[src/hdl/fpc_pkg.sv]
// package for the front-panel run/step control block
// assumes a single 20 MHz clock domain; no software registers
package fpc_pkg;

  localparam int CLK_PERIOD_NS = 50;

  // run/stop condition of the machine
  typedef enum logic [1:0] {
    RUN_STOPPED,
    RUN_RUNNING,
    RUN_STEPPING
  } fpc_mode_t;

  // operator switches, active high once conditioned
  typedef struct packed {
    logic run;
    logic stop;
    logic singleStep;
    logic slow;
    logic protect;
    logic unprotect;
    logic promSwitch;
  } fpc_switches_t;

  localparam int SW_W = $bits(fpc_switches_t);

  localparam fpc_switches_t SW_RESET = '{default: 1'b0};

  // bus strobes and timing inputs from the same system clock logic, plus the asynchronous protect status pin
  typedef struct packed {
    logic psync;
    logic ststb;
    logic phaseStrobe;
    logic slowRatePulse;
    logic powerOnClear;
    logic protectStatusN;
  } fpc_bus_in_t;

endpackage

[src/hdl/fpc_front_panel.sv]
// front-panel run, stop, step, slow and protect control
// assumes bus strobes arrive on ref_clk; switches and status pins are asynchronous
`timescale 1ns/10ps

// Behaviour
// run state holds processor ready high continuously
// run press asserts front-panel ready low, giving processor ready high
// stopped: phase strobe gate low; it pulses only on a prom switch
// each single step gives one ready pulse; step-clear pulse ends it
// holding slow gates slow-rate pulses into repeated ready pulses
// step-clear only pulses low, never held low
// step-clear pulses come from psync and ststb while power-on clear high
// single step or slow while running forces the stopped condition
// protect and unprotect switches drive their active-low bus lines while held
// memory board changes protection only when addressed during protect lines
// read-only memory board always reports protected when addressed
// protect indicator lights while the protect status line is low
// switches are synchronised before affecting ready, clear or protect
module fpc_front_panel (
  input  wire logic                  ref_clk,
  input  wire logic                  rst,
  input  wire logic                  clkEn,
  input  wire fpc_pkg::fpc_switches_t switchesRaw,
  input  wire fpc_pkg::fpc_bus_in_t   busIn,
  output logic                       processorReady,
  output logic                       front_panel_ready_n,
  output logic                       stepClearN,
  output logic                       phaseStrobeGated,
  output logic                       protectN,
  output logic                       unprotectN,
  output logic                       protectLed,
  output logic                       waitLed
);

  typedef struct packed {
    fpc_pkg::fpc_switches_t swMeta;
    fpc_pkg::fpc_switches_t swSync;
    fpc_pkg::fpc_switches_t swPrev;
    // two-flop synchroniser for the async protect status pin; bit 1 is the clean copy
    logic [1:0]             psMeta;
    logic                   slowPrev;
    logic                   psyncPrev;
    fpc_pkg::fpc_mode_t     mode;
    logic                   stepArmed;
    logic                   ready;
    logic                   frdyN;
    logic                   clrN;
    logic                   phaseGate;
    logic                   protN;
    logic                   unprotN;
    logic                   led;
    logic                   waitL;
  } fpc_state_t;

  fpc_state_t state_q;
  fpc_state_t state_d;

  fpc_pkg::fpc_switches_t swRise;
  logic                   slowTick;
  logic                   clearEvent;

  always_comb
  begin
    state_d = state_q;
    // two-stage synchronisers; the first stage feeds only the second
    state_d.swMeta    = switchesRaw;
    state_d.swSync    = state_q.swMeta;
    state_d.swPrev    = state_q.swSync;
    state_d.psMeta    = {state_q.psMeta[0], busIn.protectStatusN};
    state_d.slowPrev  = busIn.slowRatePulse;
    state_d.psyncPrev = busIn.psync;

    swRise     = state_q.swSync & ~state_q.swPrev;
    slowTick   = busIn.slowRatePulse & ~state_q.slowPrev;
    // a clear lasts as long as ststb is high with psync high the cycle before, so it is held low only while those strobes last
    clearEvent = busIn.powerOnClear && busIn.ststb && state_q.psyncPrev;

    state_d.clrN  = ~clearEvent;
    state_d.ready = 1'b0;

    case (state_q.mode)
      fpc_pkg::RUN_RUNNING:
      begin
        state_d.ready = 1'b1;
        if (swRise.singleStep || swRise.slow || state_q.swSync.stop)
        begin
          state_d.mode  = fpc_pkg::RUN_STOPPED;
          state_d.ready = 1'b0;
        end
      end
      fpc_pkg::RUN_STEPPING:
      begin
        // one ready pulse per step, held until the step-clear strobe
        state_d.ready = 1'b1;
        if (clearEvent)
        begin
          state_d.mode  = fpc_pkg::RUN_STOPPED;
          state_d.ready = 1'b0;
        end
      end
      fpc_pkg::RUN_STOPPED:
      begin
        if (swRise.run && !state_q.swSync.stop)
        begin
          state_d.mode  = fpc_pkg::RUN_RUNNING;
          state_d.ready = 1'b1;
        end
        else if (swRise.singleStep ||
                 (state_q.swSync.slow && slowTick))
        begin
          state_d.mode  = fpc_pkg::RUN_STEPPING;
          state_d.ready = 1'b1;
        end
      end
      default:
      begin
        state_d.mode = fpc_pkg::RUN_STOPPED;
      end
    endcase

    state_d.frdyN = ~(state_d.mode == fpc_pkg::RUN_RUNNING);
    // outside the running state, the phase strobe only reaches the gated output while the prom switch is held
    state_d.phaseGate = busIn.phaseStrobe &&
                        (state_d.mode == fpc_pkg::RUN_RUNNING || state_q.swSync.promSwitch);
    state_d.protN   = ~state_q.swSync.protect;
    state_d.unprotN = ~state_q.swSync.unprotect;
    // only the second synchroniser flop is read, so a metastable first stage never reaches the lamp
    state_d.led     = ~state_q.psMeta[1];
    state_d.waitL   = ~state_d.ready;
  end

  always_ff @(posedge ref_clk)
  begin
    if (rst || !busIn.powerOnClear)
    begin
      state_q       <= '0;
      state_q.mode  <= fpc_pkg::RUN_STOPPED;
      state_q.frdyN <= 1'b1;
      state_q.clrN  <= 1'b1;
      state_q.protN <= 1'b1;
      state_q.unprotN <= 1'b1;
      state_q.psMeta  <= 2'h3;
      state_q.waitL   <= 1'b1;
    end
    else if (clkEn)
    begin
      state_q <= state_d;
    end
  end

  assign processorReady      = state_q.ready;
  assign front_panel_ready_n = state_q.frdyN;
  assign stepClearN          = state_q.clrN;
  assign phaseStrobeGated    = state_q.phaseGate;
  assign protectN            = state_q.protN;
  assign unprotectN          = state_q.unprotN;
  assign protectLed          = state_q.led;
  assign waitLed             = state_q.waitL;

endmodule

[config.mk]
export PLATFORM = sky130hd
export DESIGN_NAME = fpc_front_panel
export DESIGN_NICKNAME = d
export VERILOG_FILES = /design/src/hdl/fpc_pkg.sv /design/src/hdl/fpc_front_panel.sv
export SDC_FILE = /design/constraint.sdc
export NUM_CORES = 1
export LEC_CHECK = 0
export BUFFER_PORTS_ARGS = -buffer_cell sky130_fd_sc_hd__buf_2
export CORE_UTILIZATION = 50
export CTS_BUF_LIST = sky130_fd_sc_hd__clkbuf_4
export CTS_CLUSTER_DIAMETER = 50
export DETAILED_ROUTE_END_ITERATION = 10
export HOLD_SLACK_MARGIN = 0.12
export PLACE_DENSITY = 0.76
export RECOVER_POWER = 100
export SLEW_MARGIN = 5
export SYNTH_ARGS = -nofsm -noshare
export SYNTH_HDL_FRONTEND = slang
export SYNTH_SLANG_ARGS = --single-unit
[constraint.sdc]
create_clock -name ref_clk -period 1.26 [get_ports ref_clk]
set_clock_uncertainty 0.05 [all_clocks]
set_input_delay 0.063 -clock ref_clk [delete_from_list [all_inputs] [get_ports ref_clk]]
set_output_delay 0.063 -clock ref_clk [all_outputs]
set_load 0.02 [all_outputs]
# == After elaboration in Yosys (flattened, before gate mapping) ==
# Cells that the tools add are included.
# word_totals
ff_bits,35
input_bits,16
output_inout_bits,8
word_cells,69
# classes
n_eq_ne,3
muxes,10
bitwise,10
n_reduce_logical,13
# ops
operator,n
$mux 2,4
$and 7x7->7,1
$not 1->1,7
$not 7->7,1
$pmux 2 s3,1
$logic_and 1x1->1,5
$logic_or 1x1->1,5
$eq 2x1->1 const B,2
$mux 1,4
$pmux 1 s3,1
$eq 2x2->1 const B,1
$logic_not 1->1,2
$logic_not 2->1,1
$and 1x1->1,1

# == Logic depth before layout (Yosys ltp) ==
# Gate-level depths: netlist of the first run.
# logic_depth
ltp_word,10
depth_mapped,5
ltp_nobuf,4

# == Worst setup path before layout of the first run ==
# No wires, ideal clock.
# synth_timing
kind,reg-to-reg
start,"register state_q, in the netlist state_d[21]"
end,"register state_q, in the netlist front_panel_ready_n"
setup_time_ns,0.120
arrival_time_ns,1.179
required_time_ns,1.090
setup_slack_ns,-0.089
path_stages_with_launch,5
path_buffers,0
period_less_slack_ns,1.349
path_cell_list,dfxtp_1 -> or3b_4 -> nor3_4 -> nor2_2 -> a211o_1
# synth_via
elab_chain_cells,6
# synth_lines
item,line_no,rtl
"start, declared",fpc_front_panel.sv:55,fpc_state_t state_q;
"start signal, assigned",fpc_front_panel.sv:147,state_q <= state_d;
$and 7x7->7,fpc_front_panel.sv:73,swRise = state_q.swSync & ~state_q.swPrev;
$logic_and 1x1->1,fpc_front_panel.sv:103,if (swRise.run && !state_q.swSync.stop)
$mux 2,fpc_front_panel.sv:103,
$pmux 2 s3,fpc_front_panel.sv:81,case (state_q.mode)
$eq 2x1->1,fpc_front_panel.sv:121,state_d.frdyN = ~(state_d.mode == fpc_pkg::RUN_RUNNING);
$not 1->1,fpc_front_panel.sv:121,
# Every way passes these cells.
# A chain may end at the register's enable or synchronous reset.

# == Worst setup path in the final report of the first run ==
# layout_timing
start,register state_q[21] (netlist name)
end,"register state_q, in the netlist front_panel_ready_n"
# layout_via
elab_chain_cells,7
# layout_lines
item,line_no
$not 7->7,fpc_front_panel.sv:73
$and 7x7->7,fpc_front_panel.sv:73
$logic_and 1x1->1,fpc_front_panel.sv:103
$mux 2,fpc_front_panel.sv:103
$pmux 2 s3,fpc_front_panel.sv:81
$eq 2x1->1,fpc_front_panel.sv:121
$not 1->1,fpc_front_panel.sv:121
# Every way passes these cells.

==> results of run 1 <==
==> cell usage after synthesis, drive strengths merged <==
cell type	count
nand2b	2
nand2	10
o21ai	5
a211o	1
o2111ai	1
and3	1
mux2i	22
nor2	24
nor3	1
clkbuf	3
o311ai	1
a21oi	2
and2b	2
buf	5
nor4	1
or3	1
and3b	1
a211oi	3
nand3	2
or3b	1
nor2b	2
dfxtp	31
or2b	1
o32a	1
==> sequential cells by signal, summed over array words and instances (netlist names) <==
register	count
front_panel_ready_n	1
phaseStrobeGated	1
processorReady	1
protectLed	1
protectN	1
state_d	15
state_q	8
stepClearN	1
unprotectN	1
waitLed	1
==> stage by stage <==
stage / instances / util [%] / hold slack (ns)
3_3_place_gp: 178 / 62.89 / 0.2271
3_5_place_dp: 178 / 62.89 / 0.2456
2_1_floorplan: 124 / - / 0.1411
5_1_grt: 211 / 76.14 / 0.1606
4_1_cts: 210 / 76.69 / 0.1613
6_report: 211 / 76.14 / 0.1048
==> critical path, stage by stage (launching register included) <==
cell and delay [ns]:
dfxtp_1 0.32, or3b_4 0.41, nor3_4 0.18, nor2_2 0.07, a211o_1 0.29
==> worst paths after layout <==
check        slack, ns                          endpoint                      from
min reg2reg       0.40           protectLed$_SDFFE_PP0P_  state_q[14]$_SDFFE_PP1P_
max reg2reg      -0.15  front_panel_ready_n$_SDFFE_PP1P_  state_q[21]$_SDFFE_PP0P_
max              -0.15  front_panel_ready_n$_SDFFE_PP1P_  state_q[21]$_SDFFE_PP0P_
min               0.10          state_d[22]$_SDFFE_PP0P_                     clkEn
==> final cells by class <==
type,instances,area (sq um),share of cell area [%]
Sequential cell,31,623.1,35.96
Multi-Input combinational cell,85,586.8,33.86
Timing Repair Buffer,59,435.4,25.13
Clock buffer,6,45.04,2.599
Tap cell,28,35.03,2.022
Clock inverter,2,7.507,0.4332
==> cell families after synthesis <==
kind of cell / Yosys count / share of synthesized area, %
AO/OA/AOI/OAI: 14 / 7.661
buffers and inverters: 8 / 4.435
AND/OR/NAND/NOR: 49 / 20.16
multiplexers: 22 / 17.74
flip-flops: 31 / 50.00
==> power by group through the flow <==
stage | combinational, mW | clock (mW) | sequential [mW]
detailed placement | 0.147 | 0 | 1.03
global route | 0.222 | 0.602 | 1.01
finish | 0.205 | 0.539 | 1.00
floorplan | 0.0933 | 0 | 1.03
global placement | 0.144 | 0 | 1.03
CTS | 0.205 | 0.562 | 1.00
==> per-layer routing <==
metal  vias up  global-route usage (%)  wire length (um)
li1        542                       -                 -
met1       480                   23.67              1164
met2        26                   39.10              1235
met3         4                   9.357               143
met4         0                   9.910                30
met5         -                       0                 0
==> what timing repair did <==
item	CTS	global route
resized for setup	7	1
hold buffers	23	1
endpoints found under the hold margin	21	1
pin swaps	3	1
setup buffers	1	1
endpoints found under the setup margin	5	6
==> out/metrics.cfg, run 1 <==
[outcome]
status=finished, violations left
violations=negative setup slack

[yosys]
synth.net_count=140
synth_warnings=0
synth.avg_cell_area_sq_um=10.01
yosysTopAreaCellShare_pct=50.00
synth_cell_types=28
synth.area.top_cells=dfxtp_1, mux2i_1, nor2_1
netlist_area_sq_mm=0.001241
synth-seq-cells=31
synth_cells=124
yosysTopAreaCell=dfxtp_1
synth_seq_area_share_pct=50.00

[floorplan]
io_pins=24
die_x_um=51.83
core_sq_mm=0.002276
fp.dieH_um=51.83
rows=17
dieArea_sq_mm=0.002686
initial_utilization_pct=54.54

[worst_setup_path]
worstPathArrival_ns=1.58
crit_path_start_kind=flip-flop
crit_path_end_kind=flip-flop
cp_max_fo=3
crit_type=reg -> reg
critPathRequiredTime_ns=1.43
reg2reg_depth=4

[sta]
relSlewSlack_pct=79.39
setup_violations=5
worstMarginPinSlew_ns=0.3053
timing.final.crit_period_ns=1.412
rsz0062_at_grt=yes
timing.fmax_mhz=708.2
fin_ws_ns=-0.1521
finalCritPeriodShare_pct=112.1
hold_viol_final=0
drv_slew=0
setup_tns_ns=-0.4577

[pwr]
p_int_mw=1.340
p_total_mw=1.749
p_sw_mw=0.4084
combPwrFrac_pct=11.7
p_sw_share_pct=23.35
power_frac_clock_pct=30.8
leakagePower_nw=0.7225
powerDensity_mw_per_mm2=1009
p_seq_share_pct=57.5
peakVddDrop_mv=0.8520

[layout]
area_delta_synth_final_pct=39.62
num-fill-cells=171
final_common_cell=dfxtp_1
antenna-diode-count=0
stdcell_area_sq_mm=0.001733
final_cell_mix=dfxtp_1, nor2_1, dlygate4sd3_1, mux2i_1, buf_2
fin_nets=198
drive_above_1_share_pct=21.86

[clocking]
cts_root_buf=clkbuf_4
insertion_delay_ns=0.32
cts_sinks=31
cts.path.max_buffers=2
cts_tree=yes
clkTransAtPathRegs_ns=0.09
htree_levels=2
numCtsBuffers=5

[drt]
drc=0
first_iter_violations=14
routed_wl_mm=2.574
dr.pass1.iters=4
dr_total_vias=1052
ant_nets=0
wl_per_cell_um=12.20
routed_via_density=4.986

[placed_design]
dp_hpwl_mm=1.589
io_buffer_count=23
pre_cts_ws_ns=-0.1577
placed_area_sq_mm=0.001431
routabilityCongestion=0.7369

[global_routing]
grt_pass1_wl_mm=4.312
grt.overflow.total=0
grt_max_degree=19
grtUsageTotal_pct=22.61
first_global_vias=1055
antenna_found_initial=0

[min_path]
min_path_type=in -> reg
whs_path_depth=3

[run]
cap_violations=0

Power figures use the tool's default switching activity.
==> inputs of run 2 (changes only) <==
--- a/config.mk
+++ b/config.mk
@@ -5,7 +5,7 @@
 export SDC_FILE = /design/constraint.sdc
 export NUM_CORES = 1
 export LEC_CHECK = 0
-export BUFFER_PORTS_ARGS = -buffer_cell sky130_fd_sc_hd__buf_2
+export BUFFER_PORTS_ARGS = -buffer_cell sky130_fd_sc_hd__buf_4
 export CORE_UTILIZATION = 50
 export CTS_BUF_LIST = sky130_fd_sc_hd__clkbuf_4
 export CTS_CLUSTER_DIAMETER = 50
==> run 2 against run 1 <==
  * Final cell count down 3.3%
  * Highest routed layer unchanged
  * Combinational power about the same
  * Worst setup slack worse by 0.018 ns
  * The run still ends with negative setup slack left
  * Power up 1.7%
==> out/metrics.cfg, run 2 (synthesized netlist as in run 1, its figures left out) <==
[pwr]
powerDensity_mw_per_mm2=1014  ; +0.51%
leakagePower_nw=0.7497  ; +3.8%
peakVddDrop_mv=0.8860  ; +4.0%

[floorplan]
die_x_um=51.83  ; unchanged
dieArea_sq_mm=0.002686  ; unchanged
core_sq_mm=0.002276  ; unchanged
io_pins=24  ; unchanged
rows=17  ; unchanged
fp.dieH_um=51.83  ; unchanged
initial_utilization_pct=54.54  ; unchanged

[placed_design]
placed_area_sq_mm=0.001476  ; +3.1%
routabilityCongestion=0.7636  ; +3.6%
dp_hpwl_mm=1.595  ; +0.35%
io_buffer_count=23  ; unchanged

[drt]
routed_via_density=4.990  ; about the same
first_iter_violations=16  ; +2
drc=0  ; unchanged
wl_per_cell_um=12.32  ; +1.0%
dr_total_vias=1018  ; -3.2%
ant_nets=0  ; unchanged
dr.pass1.iters=4  ; unchanged
routed_wl_mm=2.514  ; -2.3%

[clocking]
cts_sinks=31  ; unchanged
cts_tree=yes
insertion_delay_ns=0.32  ; about the same
cts.path.max_buffers=2  ; unchanged
htree_levels=2  ; unchanged
numCtsBuffers=5  ; unchanged
cts_root_buf=clkbuf_4
clkTransAtPathRegs_ns=0.09  ; about the same

[worst_setup_path]
worst_path_dominant_cell_family=simple AND/OR/NAND/NOR gates
r2r-start=state_d[21]$_SDFFE_PP0P_
crit_path_start_kind=flip-flop
worstPathArrival_ns=1.60  ; +0.02 ns
critPathMaxStageDelay_ns=0.39  ; -0.02 ns
crit_chain=or3b_4, nor3_4, nor2_2, a211o_1
crit_buf_inv=0  ; unchanged
crit_type=reg -> reg
cp_max_fo=3  ; unchanged
crit_path_end_kind=flip-flop
crit_start=state_d[21]$_SDFFE_PP0P_
critPathRequiredTime_ns=1.43  ; about the same
cp_slowest_cell=or3b_4

[sta]
timing.fmax_mhz=699.5  ; -1.2%
setup_violations=5  ; unchanged
worstMarginPinSlew_ns=0.3342  ; +0.02893 ns
hold_viol_final=0  ; unchanged
fin_ws_ns=-0.1696  ; -0.01757 ns
finalCritPeriodShare_pct=113.5  ; +1.4 points
relSlewSlack_pct=77.55  ; -1.8 points
timing.final.crit_period_ns=1.430  ; +0.01757 ns
rsz0062_at_grt=yes
drv_slew=0  ; unchanged

[layout]
final_cell_mix=dfxtp_1, buf_4, nor2_1, mux2i_1
area_delta_synth_final_pct=41.23
stdcell_area_sq_mm=0.001753  ; +1.2%
fin_nets=191  ; -3.5%
largest_register_ff_count=15  ; unchanged
regArea_sq_um=625.6  ; +0.40%
num-fill-cells=164  ; -4.1%
antenna-diode-count=0  ; unchanged
final_core_util_pct=77.02  ; +0.88 points
multiInputGateArea_sq_um=604.3  ; +3.0%
drive_above_1_share_pct=33.52  ; +12 points

[global_routing]
grt_max_degree=31  ; +12
grtUsageTotal_pct=21.92  ; -0.69 points
grt.overflow.total=0  ; unchanged
grt_pass1_wl_mm=4.126  ; -4.3%
first_global_vias=985  ; -6.6%
antenna_found_initial=0  ; unchanged

[min_path]
min_path_type=in -> reg
hold_path_startpoint=clkEn

[outcome]
status=finished, violations left
violations=negative setup slack

[run]
cap_violations=0  ; unchanged

## run 2: tightest hold or removal path: cells and delay by family
kind	cells	cell delay (ns)
and+or+nand+nor	1	0.14
AOI/OAI and AO/OA	1	0.05
buffers and inverters	1	0.22
## run 2: worst paths after layout
path / to / slack (ns) / cells past startpoint
max: front_panel_ready_n$_SDFFE_PP1P_ / -0.17 / 4
min: protectLed$_SDFFE_PP0P_ / 0.14 / 3
max reg2reg: front_panel_ready_n$_SDFFE_PP1P_ / -0.17 / 4
min reg2reg: protectLed$_SDFFE_PP0P_ / 0.39 / 1
## run 2: routing by layer
metal | vias to the layer above | track usage (%) | part of all wire [%]
met4 | 0 | 12.16 | 1.8
met1 | 470 | 22.73 | 43
li1 | 526 | - | -
met2 | 17 | 39.10 | 53
met3 | 5 | 6.140 | 3.0
met5 | - | 0 | 0
## run 2: final cells by class
class	instances	area share [%]
repair buffers	52	24.55
clock buffers	7	2.998
clock inverters	1	0.2855
flip-flops and latches	31	35.69
multi-input cells	85	34.48
well taps	28	1.999
## run 2: repair_timing
| item | 4_1_cts | 5_1_grt |
|---|---|---|
| hold buffers | 15 | 1 |
| cloned | 0 | 0 |
| pin swaps | 1 | 6 |
| setup endpoints to repair | 5 | 5 |
| endpoints found under the hold margin | 21 | 1 |
| buffers inserted | 0 | 2 |
| resized for setup | 4 | 9 |
## run 2: power breakdown
part           leakage [nW]  switching (mW)  internal (mW)
Clock                0.0361           0.310          0.260
Sequential            0.253         0.00920          0.996
Combinational         0.460          0.0852          0.117
## run 2: stage by stage
step	cells	power (mW)	hold slack, ns	setup slack (ns)	TNS (ns)
floorplan	124	1.125	0.1411	-0.08902	-0.1632
global placement	178	1.180	0.2258	-0.1290	-0.3713
detailed placement	178	1.185	0.2354	-0.1499	-0.5027
CTS	201	1.799	0.1301	-0.1536	-0.5269
global route	204	1.873	0.1364	-0.2022	-0.8111
finish	204	1.778	0.1382	-0.1696	-0.6153
==> inputs of run 3 (changes only) <==
--- a/config.mk
+++ b/config.mk
@@ -5,14 +5,15 @@
 export SDC_FILE = /design/constraint.sdc
 export NUM_CORES = 1
 export LEC_CHECK = 0
-export BUFFER_PORTS_ARGS = -buffer_cell sky130_fd_sc_hd__buf_4
-export CORE_UTILIZATION = 50
+export CORE_UTILIZATION = 58
 export CTS_BUF_LIST = sky130_fd_sc_hd__clkbuf_4
 export CTS_CLUSTER_DIAMETER = 50
 export DETAILED_ROUTE_END_ITERATION = 10
+export DONT_BUFFER_PORTS = 1
 export HOLD_SLACK_MARGIN = 0.12
 export PLACE_DENSITY = 0.76
 export RECOVER_POWER = 100
+export SETUP_SLACK_MARGIN = 0.4
 export SLEW_MARGIN = 5
 export SYNTH_ARGS = -nofsm -noshare
 export SYNTH_HDL_FRONTEND = slang
==> run 3 against run 2 <==
  * The flow finishes with violations (negative hold slack, negative setup slack)
  * Power shrank 6.7%
  * Worst setup slack improved by 0.0056 ns
  * Clock power shrank 5.8%
  * Non-clock buffer count down 34
  * Wire length down 17%
  * Final cell count shrank 17%
  * Critical endpoint unchanged
  * Highest routed layer unchanged
==> out/metrics.cfg, run 3 (synthesized netlist as in run 1, its figures left out) <==
[placed_design]
pre_cts_ws_ns=-0.1587  ; -0.008862 ns
io_buffer_count=0  ; -100%
routabilityCongestion=0.7608  ; -0.37%
dp_hpwl_mm=1.338  ; -16%
placed_area_sq_mm=0.001274  ; -14%
dpl.cell_count=150  ; -16%

[drt]
drc=0  ; unchanged
dr.pass1.iters=4  ; unchanged
routed_via_density=5.355  ; +7.3%
routed_wl_mm=2.096  ; -17%
dr_total_vias=905  ; -11%
ant_nets=0  ; unchanged
first_iter_violations=7  ; -9
wl_per_cell_um=12.40  ; +0.64%

[layout]
stdcell_area_sq_mm=0.001465  ; -16%
area_delta_synth_final_pct=18.04
regArea_sq_um=633.1  ; +1.2%
instances_no_fill=169  ; -17%
fin_nets=157  ; -18%
num-fill-cells=145  ; -12%
multiInputGateArea_sq_um=585.6  ; -3.1%
drive_above_1_share_pct=21.13  ; -12 points
final_core_util_pct=73.93  ; -3.1 points
final_cell_mix=nor2_1, dfxtp_1, mux2i_1, nand2_1, dlygate4sd3_1
largest_register_ff_count=15  ; unchanged
antenna-diode-count=0  ; unchanged

[pwr]
p_int_mw=1.291  ; -6.0%
combPwrFrac_pct=6.8  ; -4.6 points
powerDensity_mw_per_mm2=1132  ; +12%
p_total_mw=1.659  ; -6.7%
p_sw_mw=0.3676  ; -9.2%
power_frac_clock_pct=32.4  ; +0.3 points
p_seq_share_pct=60.8  ; +4.2 points
peakVddDrop_mv=1.111  ; +25%
p_sw_share_pct=22.16  ; -0.61 points
leakagePower_nw=0.5838  ; -22%

[clocking]
cts_root_buf=clkbuf_4
numCtsBuffers=5  ; unchanged
htree_levels=2  ; unchanged
insertion_delay_ns=0.32  ; about the same
cts.path.max_buffers=2  ; unchanged
cts_tree=yes
cts_hold_buf=10  ; -5
clkTransAtPathRegs_ns=0.09  ; about the same
cts_sinks=31  ; unchanged

[worst_setup_path]
r2r-start=state_q[21]$_SDFFE_PP0P_
cp_max_fo=3  ; unchanged
crit_type=reg -> reg
crit_path_start_kind=flip-flop
crit_buf_inv=0  ; unchanged
crit_chain=or3b_4, nor3_4, nor2_2, a211o_1
critPathRequiredTime_ns=1.43  ; about the same
crit_start=state_q[21]$_SDFFE_PP0P_
cp_slowest_cell=or3b_4
worstPathArrival_ns=1.59  ; about the same
crit_path_end_kind=flip-flop
worst_path_dominant_cell_family=simple AND/OR/NAND/NOR gates
critPathMaxStageDelay_ns=0.41  ; +0.02 ns

[sta]
relSlewSlack_pct=80.33  ; +2.8 points
timing.final.crit_period_ns=1.424  ; -0.005573 ns
worstMarginPinSlew_ns=0.2905  ; -0.04370 ns
drv_slew=0  ; unchanged
setup_violations=5  ; unchanged
finalCritPeriodShare_pct=113.0  ; -0.44 points
hold_viol_final=31  ; +31
timing.fmax_mhz=702.2  ; +0.39%
fin_ws_ns=-0.1641  ; +0.005573 ns
setup_tns_ns=-0.6129  ; +0.002316 ns
whs_ns=-0.2274  ; -0.3655 ns
rsz0062_at_grt=yes

[floorplan]
dieArea_sq_mm=0.002329  ; -13%
initial_utilization_pct=62.63  ; +8.1 points
fp.dieH_um=48.26  ; -6.9%
die_x_um=48.26  ; -6.9%
rows=16  ; -1
core_sq_mm=0.001982  ; -13%
io_pins=24  ; unchanged

[run]
cap_violations=0  ; unchanged

[global_routing]
grt_pass1_wl_mm=3.091  ; -25%
antenna_found_initial=0  ; unchanged
grtUsageTotal_pct=20.23  ; -1.7 points
grt.overflow.total=0  ; unchanged
grt_max_degree=41  ; +32%
first_global_vias=739  ; -25%

[outcome]
violations=negative hold slack, negative setup slack
status=finished, violations left

[min_path]
hold_path_startpoint=clkEn
min_path_type=in -> reg

## run 3: changes by cell type in the layout (fill, tap and decap cells not counted), moves of 2 or more
cell	before	now
buf_4	27	6
clkbuf_4	16	6
clkinv_1	0	2
dfxtp_1	27	23
dfxtp_2	4	7
dlygate4sd3_1	16	10
## run 3: path summary, 6_finish.rpt
kind	to	slack, ns	cells past startpoint
worst min register to register	protectLed$_SDFFE_PP0P_	0.39	1
worst max-delay path	front_panel_ready_n$_SDFFE_PP1P_	-0.16	4
worst min-delay path	protectLed$_SDFFE_PP0P_	-0.23	1
worst max register to register	front_panel_ready_n$_SDFFE_PP1P_	-0.16	4
## run 3: what timing repair did
action,CTS,global route
hold endpoints to repair,31,31
pin swaps,0,2
cloned,0,0
setup endpoints to repair,14,13
buffers inserted,1,0
gates resized for setup,10,10
## run 3: power groups by stage
stage / clock network (mW) / logic, mW / registers, mW
4_1_cts: 0.550 / 0.112 / 1.01
3_5_place_dp: 0 / 0.0827 / 1.03
5_1_grt: 0.587 / 0.124 / 1.01
2_1_floorplan: 0 / 0.0933 / 1.03
6_report: 0.538 / 0.113 / 1.01
3_3_place_gp: 0 / 0.0806 / 1.03
## run 3: layout make-up
class	count	area share, %
sequential	31	43.21
multi-input combinational	85	39.97
timing repair buffer	18	10.93
clock buffer	6	3.074
tap	27	2.306
clock inverter	2	0.5124
## run 3: worst register-to-register path, delay by kind of cell (launching register included)
family / cells / cell delay, ns
flip-flops: 1 / 0.33
AO/OA/AOI/OAI: 1 / 0.29
AND/OR/NAND/NOR: 3 / 0.66
## run 3: routing by layer
layer | GRT usage (%) | part of all wire (%)
met5 | 0 | 0
met1 | 24.37 | 47
met4 | 13.33 | 2.2
met2 | 30.67 | 46
met3 | 6.667 | 4.7
